[config.mk]
export PLATFORM = sky130hd
export DESIGN_NAME = hsi_i2c_slave
export DESIGN_NICKNAME = d
export VERILOG_FILES = /design/src/hsi_pkg.sv /design/src/hsi_buf2.sv /design/src/hsi_i2c_slave.sv
export SDC_FILE = /design/constraint.sdc
export NUM_CORES = 1
export LEC_CHECK = 0
export BUFFER_PORTS_ARGS = -buffer_cell sky130_fd_sc_hd__buf_2
export CAP_MARGIN = 20
export CORE_UTILIZATION = 54
export CTS_CLUSTER_DIAMETER = 30
export DETAILED_ROUTE_END_ITERATION = 8
export PLACE_DENSITY = 0.75
export SYNTH_ARGS = -nofsm -noshare
export SYNTH_HDL_FRONTEND = slang
export SYNTH_SLANG_ARGS = --single-unit
[constraint.sdc]
create_clock -name clock -period 4.35 [get_ports clock]
set_input_delay 0.2175 -clock clock [delete_from_list [all_inputs] [get_ports clock]]
set_output_delay 0.2175 -clock clock [all_outputs]
set_load 0.01 [all_outputs]
[src/hsi_pkg.sv]
package hsi_pkg;

    // ************************************************************
    // bus rates and address layout
    // ************************************************************
    localparam int       SCL_STD_KHZ  = 100;   // standard mode
    localparam int       SCL_FAST_KHZ = 400;   // fast mode
    localparam int       SCL_HS_KHZ   = 3400;  // high-speed mode
    localparam logic [5:0] ADDR_HEADER = 6'h14; // fixed 010100
    localparam logic [3:0] BYTE_DONE   = 4'h8;  // bits in one byte
    localparam logic [3:0] ACK_SEEN    = 4'h1;  // ack clock high seen
    localparam logic [3:0] CNT_ZERO    = 4'h0;
    localparam logic [7:0] BYTE_ZERO   = 8'h00;
    localparam logic       LINE_IDLE   = 1'b1;  // released bus level
    localparam int         BUF_DEPTH   = 2;

    // ************************************************************
    // slave sequencer states, gray along the usual path
    // ************************************************************
    typedef enum logic [2:0] {
        HSI_IDLE     = 3'b000,
        HSI_ADDR     = 3'b001,
        HSI_ADDR_ACK = 3'b011,
        HSI_RX       = 3'b010,
        HSI_RX_ACK   = 3'b110,
        HSI_TX       = 3'b111,
        HSI_TX_ACK   = 3'b101,
        HSI_IGNORE   = 3'b100
    } hsi_state_e;

endpackage : hsi_pkg

[src/hsi_buf2.sv]
`timescale 1ns/100ps

// two-entry buffer so a stalled receiver loses no word
module hsi_buf2 #(
    parameter int WIDTH = 8
) (
    // clock and reset
    input  wire logic             clock,
    input  wire logic             rst_n,
    // filling side
    input  wire logic             in_valid,
    output logic                  in_ready,
    input  wire logic [WIDTH-1:0] in_data,
    // draining side
    output logic                  out_valid,
    input  wire logic             out_ready,
    output logic [WIDTH-1:0]      out_data
);
    import hsi_pkg::*;

    logic [WIDTH-1:0] mem_reg [BUF_DEPTH];
    logic [WIDTH-1:0] mem_next [BUF_DEPTH];
    logic             wr_ptr_reg, wr_ptr_next;
    logic             rd_ptr_reg, rd_ptr_next;
    logic [1:0]       count_reg, count_next;
    logic             push, pop;

    // honest full and empty from the fill count
    assign in_ready  = (count_reg != 2'h2);
    assign out_valid = (count_reg != 2'h0);
    assign out_data  = mem_reg[rd_ptr_reg];
    assign push      = in_valid & in_ready;
    assign pop       = out_valid & out_ready;

    // next pointers, count and storage
    always_comb begin
        mem_next    = mem_reg;
        wr_ptr_next = wr_ptr_reg;
        rd_ptr_next = rd_ptr_reg;
        count_next  = count_reg;
        if (push) begin
            mem_next[wr_ptr_reg] = in_data;
            wr_ptr_next = ~wr_ptr_reg;
        end
        if (pop) begin
            rd_ptr_next = ~rd_ptr_reg;
        end
        if (push && !pop) begin
            count_next = count_reg + 2'h1;
        end else if (pop && !push) begin
            count_next = count_reg - 2'h1;
        end
    end

    // register only
    always_ff @(posedge clock or negedge rst_n) begin
        if (!rst_n) begin
            mem_reg[0] <= '0;
            mem_reg[1] <= '0;
            wr_ptr_reg <= 1'b0;
            rd_ptr_reg <= 1'b0;
            count_reg  <= 2'h0;
        end else begin
            mem_reg    <= mem_next;
            wr_ptr_reg <= wr_ptr_next;
            rd_ptr_reg <= rd_ptr_next;
            count_reg  <= count_next;
        end
    end

endmodule : hsi_buf2

[src/hsi_i2c_slave.sv]
`timescale 1ns/100ps

// Overview of operation
// - slave on the bus at 100 kHz, 400 kHz and 3.4 MHz clock rates
// - own shift register, bit timing from clock edges, address matching
// - in standby, wake only on a transfer carrying our own address
// - interrupt output for flow control with selectable active level
// - hold clock low to pause; master waits for clock high
// - no general call, no 10-bit addressing, no Fast-mode Plus
// - 7-bit addresses only, read/write flag in the lowest bit
// - address is 010100, select pin, read/write: 0x50..0x53
// - pins act as address select, data and clock when selected
// - a bus wake event moves the device from standby to active
module hsi_i2c_slave (
    // clock and reset
    input  wire logic       clock,
    input  wire logic       rst_n,
    // configuration and power state
    input  wire logic       host_if_select,
    input  wire logic       irq_active_high,
    input  wire logic       standby_state,
    output logic            host_wake,
    // bus pins, open drain
    input  wire logic       slave_addr_select_pin,
    input  wire logic       host_serial_clock_pin_i,
    output logic            host_serial_clock_pin_o,
    output logic            host_serial_clock_pin_oe,
    input  wire logic       host_serial_data_pin_i,
    output logic            host_serial_data_pin_o,
    output logic            host_serial_data_pin_oe,
    // bytes written by the host
    output logic            rx_valid,
    input  wire logic       rx_ready,
    output logic [7:0]      rx_data,
    // bytes read by the host
    input  wire logic       tx_valid,
    output logic            tx_ready,
    input  wire logic [7:0] tx_data,
    // interrupt line
    output logic            host_irq
);
    import hsi_pkg::*;

    // ************************************************************
    // pin synchronisers and edge detection
    // ************************************************************
    logic       scl_s1, scl_s2, scl_s3;
    logic       sda_s1, sda_s2, sda_s3;
    logic       adr_s1, adr_s2;
    logic       scl_rise, scl_fall, start_det, stop_det;

    // first stage feeds only the second
    always_ff @(posedge clock or negedge rst_n) begin
        if (!rst_n) begin
            scl_s1 <= LINE_IDLE;
            scl_s2 <= LINE_IDLE;
            scl_s3 <= LINE_IDLE;
            sda_s1 <= LINE_IDLE;
            sda_s2 <= LINE_IDLE;
            sda_s3 <= LINE_IDLE;
            adr_s1 <= 1'b0;
            adr_s2 <= 1'b0;
        end else begin
            scl_s1 <= host_serial_clock_pin_i;
            scl_s2 <= scl_s1;
            scl_s3 <= scl_s2;
            sda_s1 <= host_serial_data_pin_i;
            sda_s2 <= sda_s1;
            sda_s3 <= sda_s2;
            adr_s1 <= slave_addr_select_pin;
            adr_s2 <= adr_s1;
        end
    end

    // bit timing comes from the bus clock alone; the 20 MHz sampler
    // limits high-speed mode to masters that honour the stretch
    assign scl_rise  = scl_s2 & ~scl_s3;
    assign scl_fall  = ~scl_s2 & scl_s3;
    assign start_det = scl_s2 & scl_s3 & sda_s3 & ~sda_s2;
    assign stop_det  = scl_s2 & scl_s3 & ~sda_s3 & sda_s2;

    // ************************************************************
    // slave sequencer
    // ************************************************************
    hsi_state_e state_reg, state_next;
    logic [3:0] cnt_reg, cnt_next;
    logic [7:0] shift_reg, shift_next;
    logic [7:0] tx_sh_reg, tx_sh_next;
    logic       rw_reg, rw_next;
    logic       loaded_reg, loaded_next;
    logic       wake_reg, wake_next;
    logic       irq_reg, irq_next;
    logic       addr_match;
    logic       byte_in;
    logic       buf_in_ready;
    logic       stretch_now;
    logic       hold_reg, hold_next;

    // only 7-bit header plus select pin matches; general call and the
    // 10-bit prefix never carry the header, so they are never acked
    assign addr_match = host_if_select &
        (shift_reg[7:1] == {ADDR_HEADER, adr_s2});
    assign byte_in    = (cnt_reg == BYTE_DONE) & ~scl_s2;
    assign tx_ready   = (state_reg == HSI_TX) & ~loaded_reg & tx_valid;

    always_comb begin
        state_next  = state_reg;
        cnt_next    = cnt_reg;
        shift_next  = shift_reg;
        tx_sh_next  = tx_sh_reg;
        rw_next     = rw_reg;
        loaded_next = loaded_reg;
        wake_next   = 1'b0;
        hold_next   = stretch_now;                 // stretch tail, one cycle
        // level chosen by configuration, asserted while bytes wait
        irq_next    = tx_valid ? irq_active_high : ~irq_active_high;
        if (!host_if_select) begin
            state_next = HSI_IDLE;
        end else if (start_det) begin
            state_next = HSI_ADDR;
            cnt_next   = CNT_ZERO;
            shift_next = BYTE_ZERO;
        end else if (stop_det) begin
            state_next = HSI_IDLE;
        end else begin
            case (state_reg)
                HSI_ADDR: begin
                    if (scl_rise) begin
                        shift_next = {shift_reg[6:0], sda_s2};
                        cnt_next   = cnt_reg + 4'h1;
                    end else if (byte_in) begin
                        cnt_next = CNT_ZERO;
                        rw_next  = shift_reg[0];
                        if (addr_match) begin
                            state_next = HSI_ADDR_ACK;
                            wake_next  = standby_state;
                        end else begin
                            state_next = HSI_IGNORE;
                        end
                    end
                end
                HSI_ADDR_ACK: begin
                    if (scl_rise) begin
                        cnt_next = ACK_SEEN;
                    end else if (scl_fall && cnt_reg == ACK_SEEN) begin
                        cnt_next    = CNT_ZERO;
                        loaded_next = 1'b0;
                        state_next  = rw_reg ? HSI_TX : HSI_RX;
                    end
                end
                HSI_RX: begin
                    if (scl_rise) begin
                        shift_next = {shift_reg[6:0], sda_s2};
                        cnt_next   = cnt_reg + 4'h1;
                    end else if (byte_in && buf_in_ready) begin
                        cnt_next   = CNT_ZERO;
                        state_next = HSI_RX_ACK;
                    end
                end
                HSI_RX_ACK: begin
                    if (scl_rise) begin
                        cnt_next = ACK_SEEN;
                    end else if (scl_fall && cnt_reg == ACK_SEEN) begin
                        cnt_next   = CNT_ZERO;
                        state_next = HSI_RX;
                    end
                end
                HSI_TX: begin
                    if (!loaded_reg) begin
                        if (tx_valid) begin
                            tx_sh_next  = tx_data;
                            loaded_next = 1'b1;
                        end
                    end else if (scl_fall) begin
                        tx_sh_next = {tx_sh_reg[6:0], 1'b1};
                        cnt_next   = cnt_reg + 4'h1;
                        if (cnt_reg == BYTE_DONE - 4'h1) begin
                            cnt_next   = CNT_ZERO;
                            state_next = HSI_TX_ACK;
                        end
                    end
                end
                HSI_TX_ACK: begin
                    if (scl_rise) begin
                        cnt_next = ACK_SEEN;
                        rw_next  = sda_s2;                     // master nack
                    end else if (scl_fall && cnt_reg == ACK_SEEN) begin
                        cnt_next    = CNT_ZERO;
                        loaded_next = 1'b0;
                        state_next  = rw_reg ? HSI_IGNORE : HSI_TX;
                        rw_next     = 1'b1;
                    end
                end
                HSI_IDLE, HSI_IGNORE: begin
                    cnt_next = CNT_ZERO;
                end
                default: begin
                    state_next = HSI_IDLE;
                end
            endcase
        end
    end

    // register only
    always_ff @(posedge clock or negedge rst_n) begin
        if (!rst_n) begin
            state_reg  <= HSI_IDLE;
            cnt_reg    <= CNT_ZERO;
            shift_reg  <= BYTE_ZERO;
            tx_sh_reg  <= BYTE_ZERO;
            rw_reg     <= 1'b0;
            loaded_reg <= 1'b0;
            wake_reg   <= 1'b0;
            irq_reg    <= 1'b0;
            hold_reg   <= 1'b0;
        end else begin
            state_reg  <= state_next;
            cnt_reg    <= cnt_next;
            shift_reg  <= shift_next;
            tx_sh_reg  <= tx_sh_next;
            rw_reg     <= rw_next;
            loaded_reg <= loaded_next;
            wake_reg   <= wake_next;
            irq_reg    <= irq_next;
            hold_reg   <= hold_next;
        end
    end

    // ************************************************************
    // pin drive and outputs
    // ************************************************************
    // open drain: only ever pull low, the bench resolves the wire
    assign host_serial_clock_pin_o = 1'b0;
    assign host_serial_data_pin_o  = 1'b0;
    // stretch while scl is already low and a byte cannot move on;
    // the master must wait for the line to go high again
    // a finished write byte holds the clock until the buffer takes it; a read holds it until a byte is loaded
    assign stretch_now = host_if_select & (
        ((state_reg == HSI_RX) & byte_in) |
        ((state_reg == HSI_TX) & ~loaded_reg));
    // one extra low cycle so new data is set up before the clock rises
    assign host_serial_clock_pin_oe = host_if_select &
        (stretch_now | hold_reg);
    // ack low in address and write ack slots, data low for zero bits
    assign host_serial_data_pin_oe = host_if_select & (
        (state_reg == HSI_ADDR_ACK) | (state_reg == HSI_RX_ACK) |
        ((state_reg == HSI_TX) & loaded_reg & ~tx_sh_reg[7]));
    assign host_wake = wake_reg;
    assign host_irq  = irq_reg;

    // received bytes pass a two-entry buffer before the user side
    hsi_buf2 #(
        .WIDTH     (8)
    ) u_rx_buf (
        .clock     (clock),
        .rst_n     (rst_n),
        .in_valid  ((state_reg == HSI_RX) & byte_in),
        .in_ready  (buf_in_ready),
        .in_data   (shift_reg),
        .out_valid (rx_valid),
        .out_ready (rx_ready),
        .out_data  (rx_data)
    );

endmodule : hsi_i2c_slave

==> reports/metrics.cfg <==
[grt]
grt_pass1_vias=1841
gr-total-overflow=0
gr-usage-met1=0.311
use_met2=0.311
grt_pass1_wl_mm=8.91
grtUsageTotal=0.210
antenna_found_initial=0
grt_start_max_net_pins=57
grt_busiest_layer=met1
grtUsageMet3=0.0463

[critical_path]
crit_buf_inv=1
critPathMaxStageDelay_ps=620
rr_endpoint=u_rx_buf.mem_reg[10]
rr_worst_depth=4
r2r_start=state_reg[2]
cpLargestDelayFamily=simple AND/OR/NAND/NOR gates
start_kind=register
cp-end-kind=output pin
critical_path_class=reg2out
worst-path-max-fanout=21
crit_required_ps=4130
crit_chain=nand4bb_4 > or2_2 > nor2_1 > o21ai_0 > a21oi_1 > buf_2
slowest_stage=dfrtp_1
cp_data_arrival_time_ps=2300
r2r_slack_ps=1970

[synth]
syn_area_per_cell_um2=11.6
yosys.area.top_type=dfrtp_1
syn-cell-area_um2=2910
synth.top_cells.by_count=dfrtp_1 (50), mux2_2 (26), nor2_1 (17)
ys.flop_type=dfrtp_1
yosysMostFrequentCell=dfrtp_1
netlist-cell-type-count=60
ys.warnings.count=0
synth_seq_area_share=0.485
netlist_instances=250
synth_area_leaders=dfrtp_1 (43%), mux2_2 (10%), dfstp_2 (5.4%), mux2i_1 (3.1%), a22o_1 (3.0%)
synth_top_area_share=0.430
synth_seq_cells=56
synthArstFlopShare=1.00
synth_edf_count=0

[timing]
slew_violations=0
max_freq_mhz=398
worstMarginPinSlew_ps=936
max_slew_margin=0.375
finalHoldViolCount=0
final.setup.tns_ps=0
timing.final.crit_share=0.578
finalClockSkew_ps=5.77
fin_ws_ps=1840
rsz0062_at_grt=no
period_needed_ps=2510
setup_viol=0

[cts]
clk_pin_slew_ps=100
cts_resized=0
clock-sinks=56
post-cts-setup-buffer-count=0
clock_path_buffers=2
h-tree-depth=2
cts_tree=yes
cts_buffers=5
postCtsHoldBufs=2
cts_root_buffer=clkbuf_8
clkLatencyLatePin_ps=310

[placed_design]
place_congestion=0.827
dp_slack_ps=1990
portBuffers=31
hpwl_mm=3.65
dpl.cell_count=342

[power]
finalPower_w=0.000995
ir_worst_vdd_uv=321
total_leakage_power_nw=1.54
power_density_nw_per_um2=310

[floorplanning]
rows=26
pin_count=34
fp.dieW_um=75.4
initial_core_util=0.566
dieArea_um2=5680
fp.coreArea_um2=5140
die_y_um=75.4

[hold_path]
hold_path.class=in2async

[layout]
final_net_count=304
drive_gt1_frac=0.318
fin_cells=353
nFillCells=428
post-route-util=0.626
largest_reg_flops=16
antennaDiodeCount=0
area_growth_pct=10.6

[drt]
vias=1954
drc=0
drt-initial-drc-count=88
ant_nets=0
dr.pass1.iters=4
totalWireLength_mm=5.28
wl_per_cell_um=15.0
drt-vias-per-instance=5.54

[status]
status=complete, no violations

[flow_run]
maxCapViolCount=0

-- worst max path at each step --
stage / from / endpoint / slack, ps / depth (start not counted)
after floorplan: cnt_reg[0] / cnt_reg[1] / 2350 / 7
after global placement: state_reg[2] / u_rx_buf.mem_reg[9] / 1990 / 4
after detailed placement: state_reg[2] / u_rx_buf.mem_reg[10] / 1990 / 4
after CTS: state_reg[2] / host_serial_clock_pin_oe / 1860 / 6
after global routing: state_reg[2] / host_serial_clock_pin_oe / 1740 / 6
final: state_reg[2] / host_serial_clock_pin_oe / 1840 / 6
-- kinds of logic (layout without fill, tap and decap cells) --
group | Yosys count | after routing | synth area share
other | 1 | 2 | 0.00129
multiplexers | 35 | 35 | 0.132
XOR/XNOR | 8 | 8 | 0.0241
AND/OR/NAND/NOR | 75 | 75 | 0.166
buffers and inverters | 18 | 50 | 0.0305
flip-flops | 56 | 56 | 0.485
adder cells (fa/ha/maj) | 4 | 4 | 0.0172
AO/OA/AOI/OAI | 53 | 53 | 0.145
-- area by class of cell --
| cell class | count | area (um2) | share of cell area |
|---|---|---|---|
| well taps | 70 | 87.6 | 0.0272 |
| multi-input cells | 177 | 1410 | 0.440 |
| repair buffers | 35 | 193 | 0.0599 |
| flip-flops and latches | 56 | 1410 | 0.438 |
| clock buffers | 6 | 72.6 | 0.0226 |
| clock inverters | 2 | 13.8 | 0.00428 |
| inverters | 7 | 26.3 | 0.00817 |
-- worst reg2reg max path, cell delays in order (launching register included) --
cell and delay, ps:
dfrtp_1 620, nand4bb_4 380, or2_2 380, nor4_4 480, mux2_2 410
-- layout by cell type (no fill, tap or decap), types with 2 or more instances in the layout --
master and instances:
nand3_1 5, and3_1 2, mux2i_1 9, o21ai_0 7, nand4b_1 2, nand2_1 12
o21bai_1 3, nor2b_1 5, xnor2_1 4, inv_1 7, xor2_1 4, buf_2 31
nor2_1 17, ha_1 4, a22o_1 10, nand2b_1 4, clkbuf_8 5, dfrtp_1 50
and2_1 3, nor3_1 4, nor4_1 2, mux2_2 26, dlygate4sd3_1 3, a21o_1 3
or2_2 3, nor3b_1 3, a21oi_1 13, conb_1 2, dfstp_2 6, a211o_1 2
-- routing by layer --
layer	up-vias	share of wire
met4	0	0.015
met5	-	0
met3	7	0.036
met2	41	0.45
li1	957	-
met1	949	0.49
-- stage by stage --
step	hold WS, ps	area [um2]
2_1_floorplan	-78.1	2910
3_3_place_gp	323	3100
3_5_place_dp	324	3100
4_1_cts	2.55	3210
5_1_grt	68.3	3220
6_report	15.7	3220
-- power breakdown --
group	leakage [nW]	internal (W)	switching, W	total (W)
Combinational	0.758	0.0000632	0.0000575	0.000121
Clock	0.0456	0.000115	0.000170	0.000285
Sequential	0.741	0.000546	0.0000429	0.000589
Total	1.54	0.000725	0.000270	0.000995
Note: power is estimated with default switching activity, not from simulation.
